==> config.mk <==
export PLATFORM = sky130hd
export DESIGN_NAME = pll_lock_detect_and_cp_control
export DESIGN_NICKNAME = d
export VERILOG_FILES = /design/src/hw/lock_count_table.v /design/src/hw/pump_current_table.v /design/src/hw/pll_lock_detect_and_cp_control.v
export VERILOG_INCLUDE_DIRS = /design/src /design/src/hw
export SDC_FILE = /design/constraint.sdc
export NUM_CORES = 1
export LEC_CHECK = 0
export BUFFER_PORTS_ARGS = -buffer_cell sky130_fd_sc_hd__buf_2
export CORE_MARGIN = 2
export CORE_UTILIZATION = 56
export CTS_CLUSTER_DIAMETER = 200
export DETAILED_ROUTE_END_ITERATION = 7
export PLACE_DENSITY = 0.83
export SETUP_SLACK_MARGIN = 0.15
export SLEW_MARGIN = 20
export SYNTH_ARGS = -nofsm -noshare
export SYNTH_HDL_FRONTEND = slang
export SYNTH_HIERARCHICAL = 1
export SYNTH_SLANG_ARGS = --single-unit
==> constraint.sdc <==
create_clock -name sys_clk -period 5.3 [get_ports sys_clk]
set_clock_uncertainty 0.2 [all_clocks]
set_input_delay 0.265 -clock sys_clk [delete_from_list [all_inputs] [get_ports sys_clk]]
set_output_delay 0.265 -clock sys_clk [all_outputs]
set_load 0.02 [all_outputs]
==> src/hw/pll_ctrl_map.vh <==
// Purpose: Register map, field positions and lookup constants of the lock
//          detector and pump control block.
// Assumes: 32-bit register words on byte addresses.
// Notes:   Definitions only.
`ifndef PLL_CTRL_MAP_VH
`define PLL_CTRL_MAP_VH

// ****************************************
// Register offsets
// ****************************************
`define REG_CTRL 8'h00
`define REG_PUMP 8'h04
`define REG_DELAY 8'h08
`define REG_OSC_MANUAL 8'h0c
`define REG_OSC_READBACK 8'h10
`define REG_STATUS 8'h14
`define REG_INT_STATUS 8'h18
`define REG_INT_MASK 8'h1c

// ****************************************
// Field positions
// ****************************************
`define CTRL_LOL_EN 0
`define CTRL_WIN_EN 1
`define CTRL_WIN_WIDTH 2
`define CTRL_COUNT_LSB 4
`define CTRL_MUX_LSB 10
`define CTRL_INVERT 12
`define PUMP_CUR_LSB 0
`define PUMP_TEST 4
`define PUMP_SRC 5
`define PUMP_SNK 6
`define PUMP_BLEED_EN 7
`define PUMP_BLEED_POLARITY 8
`define PUMP_BLEED_LSB 16
`define DELAY_FB_LSB 8
`define OSC_BAND_LSB 8
`define OSC_BIAS_LSB 16
`define OSC_MANUAL_EN 31
`define INT_ACQUIRED 0
`define INT_LOST 1

// ****************************************
// Reset values and encodings
// ****************************************
`define CTRL_RESET 32'h0000_0000
`define PUMP_RESET 32'h0000_000f
`define MUX_LOW 2'h0
`define MUX_LOCK 2'h1
`define MUX_IRQ 2'h2
`define MUX_HIGH 2'h3
`define BLEED_STEP_NA 20'd536

// ****************************************
// Required phase-detector cycles per lock count code
// ****************************************
`define LD_CNT_00 21'd23
`define LD_CNT_01 21'd32
`define LD_CNT_02 21'd47
`define LD_CNT_03 21'd66
`define LD_CNT_04 21'd95
`define LD_CNT_05 21'd134
`define LD_CNT_06 21'd191
`define LD_CNT_07 21'd270
`define LD_CNT_08 21'd383
`define LD_CNT_09 21'd542
`define LD_CNT_10 21'd767
`define LD_CNT_11 21'd1085
`define LD_CNT_12 21'd1535
`define LD_CNT_13 21'd2171
`define LD_CNT_14 21'd3071
`define LD_CNT_15 21'd4343
`define LD_CNT_16 21'd6143
`define LD_CNT_17 21'd8687
`define LD_CNT_18 21'd12287
`define LD_CNT_19 21'd17376
`define LD_CNT_20 21'd24575
`define LD_CNT_21 21'd34754
`define LD_CNT_22 21'd49151
`define LD_CNT_23 21'd69510
`define LD_CNT_24 21'd98303
`define LD_CNT_25 21'd139021
`define LD_CNT_26 21'd196607
`define LD_CNT_27 21'd278044
`define LD_CNT_28 21'd393215
`define LD_CNT_29 21'd556090
`define LD_CNT_30 21'd786431
`define LD_CNT_31 21'd1112181

// ****************************************
// Pump current per code, in units of 10 uA
// ****************************************
`define CP_UA10_00 11'd79
`define CP_UA10_01 11'd99
`define CP_UA10_02 11'd119
`define CP_UA10_03 11'd138
`define CP_UA10_04 11'd159
`define CP_UA10_05 11'd198
`define CP_UA10_06 11'd239
`define CP_UA10_07 11'd279
`define CP_UA10_08 11'd318
`define CP_UA10_09 11'd397
`define CP_UA10_10 11'd477
`define CP_UA10_11 11'd557
`define CP_UA10_12 11'd633
`define CP_UA10_13 11'd791
`define CP_UA10_14 11'd951
`define CP_UA10_15 11'd1110

`endif

==> src/hw/lock_count_table.v <==
// Purpose: Decode of the lock count code into required cycles.
// Assumes: Purely combinational.
// Notes:   Table is fixed.
`timescale 1ns/1ns
`include "pll_ctrl_map.vh"
module lock_count_table (
  // Code in.
  input wire [4:0] code,
  // Required cycles out.
  output reg [20:0] cycles
);
  always @*
  begin
    case (code)
      5'h00: cycles = `LD_CNT_00;
      5'h01: cycles = `LD_CNT_01;
      5'h02: cycles = `LD_CNT_02;
      5'h03: cycles = `LD_CNT_03;
      5'h04: cycles = `LD_CNT_04;
      5'h05: cycles = `LD_CNT_05;
      5'h06: cycles = `LD_CNT_06;
      5'h07: cycles = `LD_CNT_07;
      5'h08: cycles = `LD_CNT_08;
      5'h09: cycles = `LD_CNT_09;
      5'h0a: cycles = `LD_CNT_10;
      5'h0b: cycles = `LD_CNT_11;
      5'h0c: cycles = `LD_CNT_12;
      5'h0d: cycles = `LD_CNT_13;
      5'h0e: cycles = `LD_CNT_14;
      5'h0f: cycles = `LD_CNT_15;
      5'h10: cycles = `LD_CNT_16;
      5'h11: cycles = `LD_CNT_17;
      5'h12: cycles = `LD_CNT_18;
      5'h13: cycles = `LD_CNT_19;
      5'h14: cycles = `LD_CNT_20;
      5'h15: cycles = `LD_CNT_21;
      5'h16: cycles = `LD_CNT_22;
      5'h17: cycles = `LD_CNT_23;
      5'h18: cycles = `LD_CNT_24;
      5'h19: cycles = `LD_CNT_25;
      5'h1a: cycles = `LD_CNT_26;
      5'h1b: cycles = `LD_CNT_27;
      5'h1c: cycles = `LD_CNT_28;
      5'h1d: cycles = `LD_CNT_29;
      5'h1e: cycles = `LD_CNT_30;
      default: cycles = `LD_CNT_31;
    endcase
  end
endmodule

==> src/hw/pump_current_table.v <==
// Purpose: Decode of the pump current code into a magnitude in 10 uA units.
// Assumes: Purely combinational.
// Notes:   Magnitudes rise with the code.
`timescale 1ns/1ns
`include "pll_ctrl_map.vh"
module pump_current_table (
  // Code in.
  input wire [3:0] code,
  // Magnitude out.
  output reg [10:0] ua10
);
  always @*
  begin
    case (code)
      4'h0: ua10 = `CP_UA10_00;
      4'h1: ua10 = `CP_UA10_01;
      4'h2: ua10 = `CP_UA10_02;
      4'h3: ua10 = `CP_UA10_03;
      4'h4: ua10 = `CP_UA10_04;
      4'h5: ua10 = `CP_UA10_05;
      4'h6: ua10 = `CP_UA10_06;
      4'h7: ua10 = `CP_UA10_07;
      4'h8: ua10 = `CP_UA10_08;
      4'h9: ua10 = `CP_UA10_09;
      4'ha: ua10 = `CP_UA10_10;
      4'hb: ua10 = `CP_UA10_11;
      4'hc: ua10 = `CP_UA10_12;
      4'hd: ua10 = `CP_UA10_13;
      4'he: ua10 = `CP_UA10_14;
      default: ua10 = `CP_UA10_15;
    endcase
  end
endmodule

==> src/hw/pll_lock_detect_and_cp_control.v <==
// Purpose: Lock detector, pump test decode, bleed and delay settings and
//          oscillator selection behind a simple register port.
// Assumes: Each sys_clk cycle stands for one phase-detector cycle; the
//          window comparators and pump pulses arrive asynchronously.
// Notes:   Lock drop is seen three edges after the window is left.
`timescale 1ns/1ns
`include "pll_ctrl_map.vh"
// Function
// - Lock detector runs only with loss-of-lock and window enables both set.
// - Lock drives its pin, the locked status bit, and optionally the mux pin.
// - Lock asserts only after phase error stays inside window for required cycles.
// - Count code 0 to 31 decodes through fixed table, 23 to 1112181.
// - Inside window before the count is reached, output low, keep counting.
// - Count reached or passed drives lock high while inside window.
// - Width bit picks 150 ps window at 0 or 250 ps at 1.
// - Test mode floats, sources or sinks pump by the force bits.
// - Sixteen current codes map to rising magnitudes 0.79 to 11.1 mA.
// - Bleed enable applies bleed current, sourcing at polarity 1, sinking at 0.
// - Ten-bit bleed magnitude scales current in 536 nA steps.
// - Seven-bit reference delay field, about 1 ps per code.
// - Four cores of 256 bands; calibrated core, band, bias are readable.
// - Manually written core, band, bias are used instead of calibration.
module pll_lock_detect_and_cp_control #(
  parameter LOCK_SHIFT = 0
) (
  // Clock and reset.
  input wire sys_clk,
  input wire sys_rst,
  // Register port.
  input wire [7:0] reg_addr,
  input wire [31:0] reg_wdata,
  input wire reg_wr,
  input wire reg_rd,
  output reg [31:0] reg_rdata,
  // Phase detector window comparators and pump pulses.
  input wire in_window_narrow,
  input wire in_window_wide,
  input wire pd_up,
  input wire pd_down,
  // Calibration results.
  input wire [1:0] cal_core,
  input wire [7:0] cal_band,
  input wire [3:0] cal_bias,
  // Lock outputs.
  output reg lock_indicator_pin,
  output reg multiplexed_output_pin,
  output reg irq,
  // Pump drive.
  output reg pump_source,
  output reg pump_sink,
  output reg pump_hiz,
  output reg [10:0] pump_current_ua10,
  // Bleed and delays.
  output reg bleed_source,
  output reg bleed_sink,
  output reg [19:0] bleed_current_na,
  output reg [6:0] reference_path_delay,
  output reg [6:0] feedback_path_delay,
  output reg output_phase_invert,
  // Oscillator selection.
  output reg [1:0] osc_core_sel,
  output reg [7:0] osc_band_sel,
  output reg [3:0] osc_bias_sel
);

  // ****************************************
  // Declarations
  // ****************************************
  reg [31:0] ctrl;
  reg [31:0] pump;
  reg [31:0] delay;
  reg [31:0] osc_manual;
  reg [1:0] int_status;
  reg [1:0] int_mask;
  reg [1:0] next_int_status;
  reg [31:0] next_rdata;
  reg [3:0] sync_a;
  reg [3:0] sync_b;
  reg [20:0] count;
  reg locked;
  reg next_locked;
  reg [20:0] next_count;
  reg next_mux;
  wire [20:0] table_cycles;
  wire [20:0] shifted;
  wire [20:0] required;
  wire [10:0] cur_ua10;
  wire [4:0] count_code;
  wire [1:0] mux_sel;
  wire run;
  wire in_win;
  wire acquired;
  wire lost;
  wire manual;

  assign count_code = ctrl[`CTRL_COUNT_LSB+4:`CTRL_COUNT_LSB];
  assign mux_sel = ctrl[`CTRL_MUX_LSB+1:`CTRL_MUX_LSB];
  assign manual = osc_manual[`OSC_MANUAL_EN];

  // ****************************************
  // Lookups
  // ****************************************
  lock_count_table u_count (
    .code(count_code),
    .cycles(table_cycles)
  );

  pump_current_table u_current (
    .code(pump[`PUMP_CUR_LSB+3:`PUMP_CUR_LSB]),
    .ua10(cur_ua10)
  );

  // A shortened count is kept at one cycle at least.
  assign shifted = table_cycles >> LOCK_SHIFT;
  assign required = (shifted == 21'h0) ? 21'h1 : shifted;

  function [1:0] w1c_mask;
    input [31:0] wdata;
    input [1:0] cur;
    begin
      w1c_mask = cur & ~wdata[1:0];
    end
  endfunction

  // ****************************************
  // Input synchronisers
  // ****************************************
  // The first stage feeds nothing but the second.
  always @(posedge sys_clk)
  begin
    if (sys_rst)
    begin
      sync_a <= 4'h0;
      sync_b <= 4'h0;
    end
    else
    begin
      sync_a <= {pd_down, pd_up, in_window_wide, in_window_narrow};
      sync_b <= sync_a;
    end
  end

  assign run = ctrl[`CTRL_LOL_EN] & ctrl[`CTRL_WIN_EN];
  assign in_win = ctrl[`CTRL_WIN_WIDTH] ? sync_b[1] : sync_b[0];

  // ****************************************
  // Lock detector
  // ****************************************
  always @*
  begin
    next_count = count;
    next_locked = locked;
    if (!run)
    begin
      next_count = 21'h0;
      next_locked = 1'b0;
    end
    else if (!in_win)
    begin
      next_count = 21'h0;
      next_locked = 1'b0;
    end
    else if (count + 21'h1 >= required)
    begin
      next_count = count;
      next_locked = 1'b1;
    end
    else
    begin
      next_count = count + 21'h1;
      next_locked = 1'b0;
    end
  end

  always @(posedge sys_clk)
  begin
    if (sys_rst)
    begin
      count <= 21'h0;
      locked <= 1'b0;
    end
    else
    begin
      count <= next_count;
      locked <= next_locked;
    end
  end

  assign acquired = next_locked & ~locked;
  assign lost = locked & ~next_locked;

  always @*
  begin
    case (mux_sel)
      `MUX_LOCK: next_mux = next_locked;
      `MUX_IRQ: next_mux = |(next_int_status & int_mask);
      `MUX_HIGH: next_mux = 1'b1;
      default: next_mux = 1'b0;
    endcase
  end

  // ****************************************
  // Register writes and interrupt status
  // ****************************************
  // A new event wins over a clearing write in the same cycle.
  always @*
  begin
    next_int_status = int_status;
    if (reg_wr && reg_addr == `REG_INT_STATUS)
      next_int_status = w1c_mask(reg_wdata, int_status);
    if (acquired)
      next_int_status[`INT_ACQUIRED] = 1'b1;
    if (lost)
      next_int_status[`INT_LOST] = 1'b1;
  end

  always @(posedge sys_clk)
  begin
    if (sys_rst)
    begin
      ctrl <= `CTRL_RESET;
      pump <= `PUMP_RESET;
      delay <= 32'h0;
      osc_manual <= 32'h0;
      int_status <= 2'h0;
      int_mask <= 2'h0;
    end
    else
    begin
      int_status <= next_int_status;
      if (reg_wr)
      begin
        case (reg_addr)
          `REG_CTRL: ctrl <= reg_wdata & 32'h0000_1df7;
          `REG_PUMP: pump <= reg_wdata & 32'h03ff_01ff;
          `REG_DELAY: delay <= reg_wdata & 32'h0000_7f7f;
          `REG_OSC_MANUAL: osc_manual <= reg_wdata & 32'h800f_ff03;
          `REG_INT_MASK: int_mask <= reg_wdata[1:0];
          default: int_mask <= int_mask;
        endcase
      end
    end
  end

  // ****************************************
  // Register reads
  // ****************************************
  always @*
  begin
    next_rdata = 32'h0;
    case (reg_addr)
      `REG_CTRL: next_rdata = ctrl;
      `REG_PUMP: next_rdata = pump;
      `REG_DELAY: next_rdata = delay;
      `REG_OSC_MANUAL: next_rdata = osc_manual;
      `REG_OSC_READBACK: next_rdata = {12'h0, cal_bias, cal_band, 6'h0, cal_core};
      `REG_STATUS: next_rdata = {31'h0, locked};
      `REG_INT_STATUS: next_rdata = {30'h0, int_status};
      `REG_INT_MASK: next_rdata = {30'h0, int_mask};
      default: next_rdata = 32'h0;
    endcase
  end

  always @(posedge sys_clk)
  begin
    if (sys_rst)
      reg_rdata <= 32'h0;
    else if (reg_rd)
      reg_rdata <= next_rdata;
    else
      reg_rdata <= 32'h0;
  end

  // ****************************************
  // Output registers
  // ****************************************
  always @(posedge sys_clk)
  begin
    if (sys_rst)
    begin
      lock_indicator_pin <= 1'b0;
      multiplexed_output_pin <= 1'b0;
      irq <= 1'b0;
      pump_source <= 1'b0;
      pump_sink <= 1'b0;
      pump_hiz <= 1'b1;
      pump_current_ua10 <= 11'h0;
      bleed_source <= 1'b0;
      bleed_sink <= 1'b0;
      bleed_current_na <= 20'h0;
      reference_path_delay <= 7'h0;
      feedback_path_delay <= 7'h0;
      output_phase_invert <= 1'b0;
      osc_core_sel <= 2'h0;
      osc_band_sel <= 8'h0;
      osc_bias_sel <= 4'h0;
    end
    else
    begin
      lock_indicator_pin <= next_locked;
      multiplexed_output_pin <= next_mux;
      irq <= |(next_int_status & int_mask);
      pump_current_ua10 <= cur_ua10;
      if (pump[`PUMP_TEST])
      begin
        // Source and sink together never drive both; source is preferred.
        pump_source <= pump[`PUMP_SRC];
        pump_sink <= pump[`PUMP_SNK] & ~pump[`PUMP_SRC];
        pump_hiz <= ~pump[`PUMP_SRC] & ~pump[`PUMP_SNK];
      end
      else
      begin
        pump_source <= sync_b[2];
        pump_sink <= sync_b[3];
        pump_hiz <= ~sync_b[2] & ~sync_b[3];
      end
      bleed_source <= pump[`PUMP_BLEED_EN] & pump[`PUMP_BLEED_POLARITY];
      bleed_sink <= pump[`PUMP_BLEED_EN] & ~pump[`PUMP_BLEED_POLARITY];
      bleed_current_na <= pump[`PUMP_BLEED_EN] ?
        (`BLEED_STEP_NA * {10'h0, pump[`PUMP_BLEED_LSB+9:`PUMP_BLEED_LSB]}) : 20'h0;
      reference_path_delay <= delay[6:0];
      feedback_path_delay <= delay[`DELAY_FB_LSB+6:`DELAY_FB_LSB];
      output_phase_invert <= ctrl[`CTRL_INVERT];
      if (manual)
      begin
        osc_core_sel <= osc_manual[1:0];
        osc_band_sel <= osc_manual[`OSC_BAND_LSB+7:`OSC_BAND_LSB];
        osc_bias_sel <= osc_manual[`OSC_BIAS_LSB+3:`OSC_BIAS_LSB];
      end
      else
      begin
        osc_core_sel <= cal_core;
        osc_band_sel <= cal_band;
        osc_bias_sel <= cal_bias;
      end
    end
  end

endmodule

==> results of run 1 <==
==> metal layers <==
metal,track usage [%],vias up
li1,-,3955
met1,34.3,3938
met2,48.9,403
met3,6.54,71
met4,12.1,0
met5,0,-
==> power breakdown <==
part | leakage [uW] | internal (uW) | switching (uW) | total [uW]
registers | 0.00149 | 1390 | 4.50 | 1400
clock network | 0.000307 | 782 | 581 | 1360
logic | 0.00294 | 55.8 | 72.0 | 128
==> sequential cells by signal (all words and copies together) (netlist names), 4 cells and up <==
name and cells:
osc_manual 15, sync_b 4, feedback_path_delay 7, count 21
ctrl 11, delay 14, pump_current_ua10 11, osc_bias_sel 4
reg_rdata 27, reference_path_delay 7, bleed_current_na 17, pump 19
sync_a 4, osc_band_sel 8
==> cell type report <==
type                            count  share of cell area (%)
Inverter                           44                    1.50
Tap cell                          216                    2.45
Clock buffer                       19                    4.10
Timing Repair Buffer              204                    11.6
Sequential cell                   184                    33.4
Clock inverter                     13                    1.67
Multi-Input combinational cell    782                    45.3
==> logic make-up after synthesis <==
family,after synthesis,synth area share (%)
AND/OR/NAND/NOR,440,23.6
flip-flops,184,40.1
AO/OA/AOI/OAI,182,12.3
buffers and inverters,109,5.83
adder cells (fa/ha/maj),68,9.50
XOR/XNOR,50,4.77
multiplexers,34,3.87
other,1,0.0408
==> layout by cell type, fill, tap and decap left out, drive strengths merged, types with 4 or more instances in the layout <==
cell and n:
dfxtp 184, buf 159, nand2 156, nor2 102, a21oi 86, ha 65
inv 49, dlygate4sd3 45, nor2b 41, xnor2 35, nand3 32, nor3 27
mux2i 25, o21ai 23, clkbuf 19, xor2 15, nor4 15, nand2b 14
and3 14, a22oi 12, a222oi 10, and2 9, mux2 9, a31oi 8
conb 8, nand4 7, nand3b 6, a211oi 5, nor3b 5, a21boi 5
o21a 4, o22ai 4
==> worst max-delay path by stage <==
stage / startpoint / endpoint / slack (ns) / cells after the start
after detailed placement: count[0] / irq / 1.06 / 16
final: count[0] / irq / 0.97 / 16
after global routing: count[0] / irq / 0.59 / 16
after global placement: count[0] / irq / 1.11 / 16
after CTS: count[0] / irq / 1.02 / 16
after floorplan: count[0] / count[13] / 1.46 / 18
==> metrics by stage <==
stage                     area [sq um]  cells  setup WS, ns
after floorplan                   9220   1075          1.46
after global placement            9950   1385          1.11
after detailed placement          9950   1385          1.06
after CTS                        11000   1462          1.02
after global routing             11000   1462         0.589
final                            11000   1462         0.967
==> critical path: cells and delay by family (launching register included) <==
kind	cells	cell delay, ns
simple gates	8	1.67
buf+inv	1	0.24
compound gates	4	0.96
flops	1	0.43
xor+xnor	1	0.20
fa+ha+maj	2	0.51
==> timing repair <==
item | CTS | global route
hold endpoints to repair | 90 | 0
endpoints found under the setup margin | 0 | 0
hold buffers | 45 | 0
==> flow_summary_export.csv, run 1 <==
group,metric,value,unit
run_status,outcome,"completed",
sta,fmax,231,MHz
synthesis,avgSynthCellArea,8.60,sq um
route,avgRoutedWirePerCell,16.9,um
synthesis,seq_area_frac_synth,40.1,%
min_path,holdPathStages,2,
floorplan,die_x,132,um
synthesis,syn_inst,1068,
sta,tightest_slew,1.01,ns
synthesis,synthTopCellsByCount,"dfxtp_1 (184), nand2_1 (156), nor2_1 (102), a21oi_1 (85), ha_1 (65)",
synthesis,synth_top_area_share,40.1,%
clock_tree,cts_setup_buffers,0,
grt,grt_usage,28.5,%
synthesis,synth.most_common_cell,"dfxtp_1",
placed_design,port_buffers,148,
synthesis,yosys_register_bits,184,
sta,setup_tns,0,ns
critical_path,timing.rr.end,"irq",
grt,grt_overflow,0,
grt,grt_max_degree,88,
clock_tree,cts.path.max_buffers,2,
floorplan,num_rows,46,
clock_tree,cts_tree,"yes",
floorplan,chipHeight,132,um
grt,grt_pass1_wl,40600,um
layout,fill_cells,1143,
min_path,hold_start,"sys_rst",
sta,finalHoldViolations,0,
pwr,p_total,2890,uW
synthesis,ys_types,77,
critical_path,worst-path-max-fanout,22,
clock_tree,htree_levels,4,
min_path,holdPathEnd,"int_mask[1]",
floorplan,io_pins,162,
clock_tree,cts_made_buffers,17,
route,met3_length,1980,um
critical_path,reg2reg_depth,16,
critical_path,startpoint_type,"flop",
min_path,hold_path.class,"in2reg",
critical_path,criticalPathCategory,"reg2reg",
clock_tree,cts.repair.resized,0,
floorplan,fp.dieArea,17400,sq um
synthesis,synth_area_leaders,"dfxtp_1 (40%), ha_1 (8.9%), nand2_1 (6.4%)",
critical_path,endpoint_kind,"flop",
sta,maxSlewHeadroom,32.3,%
pwr,power_density,262,nW/um^2
route,m1WireLength,9930,um
route,vias,8367,
route,dr_wl_met2,12100,um
route,viasPerCell,5.72,
layout,diodes,0,
synthesis,yosysTopAreaCell,"dfxtp_1",
grt,grt_pass1_vias,8295,
grt,grt_antenna_before_repair,0,
layout,syn_to_final_growth,20.1,%
critical_path,slowest_stage,"or3_1",
sta,min_period,4.33,ns
synthesis,yosys_warnings,6,
layout,drive_gt1_share,18.3,%
critical_path,required,5.41,ns
route,ant_nets,0,
route,routed.top_layer,"met4",
pwr,leakage,0.00474,uW
sta,rsz0062_at_grt,"no",
layout,fin_util,69.2,%
clock_tree,clk_pin_slew,0.07,ns
job,drv_cap,0,
critical_path,rrSetupSlack,0.97,ns
sta,timing.final.max_slew_violations,0,
critical_path,reg2reg_from,"count[0]",
route,routed_wl,24700,um
synthesis,async_reset_ff_share,0,%
placed_design,place_hpwl,15700,um
clock_tree,cts.sinks,184,
synthesis,synth_edf_count,0,
placed_design,place_congestion,0.909,
layout,ff_latch_area,3680,sq um
clock_tree,insertion_delay,0.44,ns
layout,final_nets,1363,
critical_path,worstPathCellList,"ha_1 > and3_1 > and3_1 > nand3_2 > or3_1 > nor2_1 > xor2_1 > ha_1 > nand4_1 > nor3_1 > a221oi_1 > nand2_1 > buf_4 > o21a_1 > o21ai_0 > a21oi_1",
synthesis,syn_area,9190,sq um
floorplan,core,15900,sq um
sta,period_share,81.7,%
sta,setup_viol,0,
pwr,ir_worst_vdd,0.314,mV
critical_path,cp.arrival,4.44,ns
clock_tree,root_buffer,"clkbuf_16",
sta,hold_slack,0.0601,ns
floorplan,start_util,57.6,%
synthesis,synth-main-ff-cell,"dfxtp_1",
route,first_pass_iters,8,
critical_path,max_stage_delay,0.55,ns
route,drc,0,
layout,multi_input_area,5000,sq um
route,drt_iter0_markers,824,
Note: power is estimated with default switching activity, not from simulation.
==> inputs of run 2 (changes only) <==
==> constraint.sdc (replaced) <==
create_clock -name sys_clk -period 4.2 [get_ports sys_clk]
set_clock_uncertainty 0.2 [all_clocks]
set_input_delay 0.21 -clock sys_clk [delete_from_list [all_inputs] [get_ports sys_clk]]
set_output_delay 0.21 -clock sys_clk [all_outputs]
set_load 0.02 [all_outputs]
==> flow_summary_export.csv, run 2 (synthesis results as in run 1) <==
group,metric,value,unit
layout,final_nets,1385,
route,routed_wl,25600,um
critical_path,reg2reg_from,"count[0]",
min_path,hold_path.class,"in2reg",
pwr,leakage,0.00488,uW
grt,grt_pass1_vias,8407,
min_path,hold_start,"reg_wr",
pwr,ir_worst_vdd,0.320,mV
run_status,outcome,"completed",
route,drt_iter0_markers,809,
sta,min_period,3.87,ns
route,vias,8438,
grt,grt_pass1_wl,40600,um
floorplan,core,15900,sq um
critical_path,criticalPathCategory,"reg2reg",
layout,diodes,0,
placed_design,dp_slack,0.269,ns
clock_tree,root_buffer,"clkbuf_16",
critical_path,startpoint_type,"flop",
floorplan,die_x,132,um
critical_path,cp.arrival,3.99,ns
placed_design,place_hpwl,15900,um
critical_path,required,4.32,ns
floorplan,num_rows,46,
pwr,power_density,317,nW/um^2
layout,syn_to_final_growth,22.9,%
placed_design,place_congestion,0.883,
route,m1WireLength,10400,um
sta,setup_tns,0,ns
critical_path,rrSetupSlack,0.33,ns
route,viasPerCell,5.69,
clock_tree,cts.sinks,184,
min_path,holdPathStages,3,
floorplan,io_pins,162,
min_path,holdPathEnd,"ctrl[10]",
route,drc,0,
route,first_pass_iters,5,
route,avgRoutedWirePerCell,17.3,um
grt,grt_overflow,0,
sta,tightest_slew,1.08,ns
route,ant_nets,0,
floorplan,start_util,57.6,%
layout,drive_gt1_share,20.1,%
floorplan,chipHeight,132,um
layout,largest_register,"reg_rdata",
route,met3_length,1780,um
sta,timing.final.max_slew_violations,0,
grt,grt_antenna_before_repair,0,
layout,largest_reg_flops,27,
clock_tree,cts_tree,"yes",
sta,hold_slack,0.0264,ns
sta,fmax,258,MHz
floorplan,fp.dieArea,17400,sq um
route,routed.top_layer,"met4",
grt,grt_max_degree,90,
route,dr_wl_met2,12400,um
layout,final_common_cell,"dfxtp_1",
clock_tree,cts_setup_buffers,0,
sta,final.setup.worst_slack,0.330,ns
sta,rsz0062_at_grt,"no",
layout,final_cell_mix,"dfxtp_1 (182), nand2_1 (156), buf_2 (147)",
clock_tree,cts_made_buffers,17,
layout,fill_cells,1116,
clock_tree,clk_pin_slew,0.08,ns
layout,ff_latch_area,3690,sq um
sta,maxSlewHeadroom,27.3,%
critical_path,worst-path-max-fanout,21,
critical_path,endpoint_kind,"flop",
critical_path,timing.rr.end,"count[10]",
sta,setup_viol,0,
clock_tree,cts.path.max_buffers,2,
layout,multi_input_area,5070,sq um
grt,grt_usage,28.6,%
clock_tree,insertion_delay,0.44,ns
layout,top_regs,"reg_rdata: 27 flops, count: 21 flops, pump: 19 flops",
job,drv_cap,0,
critical_path,reg2reg_depth,16,
sta,period_share,92.1,%
sta,finalHoldViolations,0,
clock_tree,htree_levels,4,
placed_design,port_buffers,148,
==> run 2: cell type report <==
cell class,count,share of cell area [%]
Tap cell,216,2.39
Clock buffer,17,3.77
Multi-Input combinational cell,782,44.9
Timing Repair Buffer,226,13.2
Sequential cell,184,32.6
Clock inverter,15,1.62
Inverter,44,1.46
==> run 2: routing by layer <==
metal	vias up	global-route usage (%)
met5	-	0
met1	3918	33.7
met4	0	15.2
met3	90	6.07
met2	421	49.0
li1	4009	-
==> run 2: how the worst max path moves through the flow <==
stage / from / end
after global routing: count[0] / irq
after detailed placement: count[1] / count[2]
after floorplan: count[0] / count[13]
after global placement: ctrl[4] / irq
final: count[0] / count[10]
after CTS: count[1] / count[2]
==> run 2: per-stage QoR <==
step | utilization [%] | cell area [sq um] | power [uW] | std cells
4_1_cts | 70.4 | 11200 | 3570 | 1484
5_1_grt | 70.8 | 11300 | 3660 | 1484
3_5_place_dp | 63.2 | 10100 | 1920 | 1398
3_3_place_gp | 63.2 | 10100 | 1920 | 1398
6_report | 70.8 | 11300 | 3580 | 1484
2_1_floorplan | - | 9220 | 1880 | 1075
==> run 2: critical path, cell delays in order (launching register included) <==
cell and delay [ns]:
dfxtp_1 0.36, buf_4 0.16, nand3_1 0.14, or3_4 0.40
nor3_4 0.24, nand3_2 0.20, nor2_1 0.19, xor2_1 0.24
ha_1 0.29, a21oi_1 0.14, nand2_1 0.09, a221oi_2 0.31
nand2_1 0.15, buf_12 0.19, nor4_1 0.25, xnor2_1 0.16
nor2_1 0.05
==> run 2: report_power, final <==
group	total [uW]	switching (uW)	internal (uW)	leakage, uW
sequential	1760	5.63	1760	0.00149
combinational	163	91.9	71.3	0.00309
clock	1650	796	855	0.000294
==> run 2: what timing repair did <==
item                                   CTS  global route
hold buffers                            54             0
endpoints found under the hold margin   94             0
setup endpoints to repair                0            25
gates resized for setup                  0            16
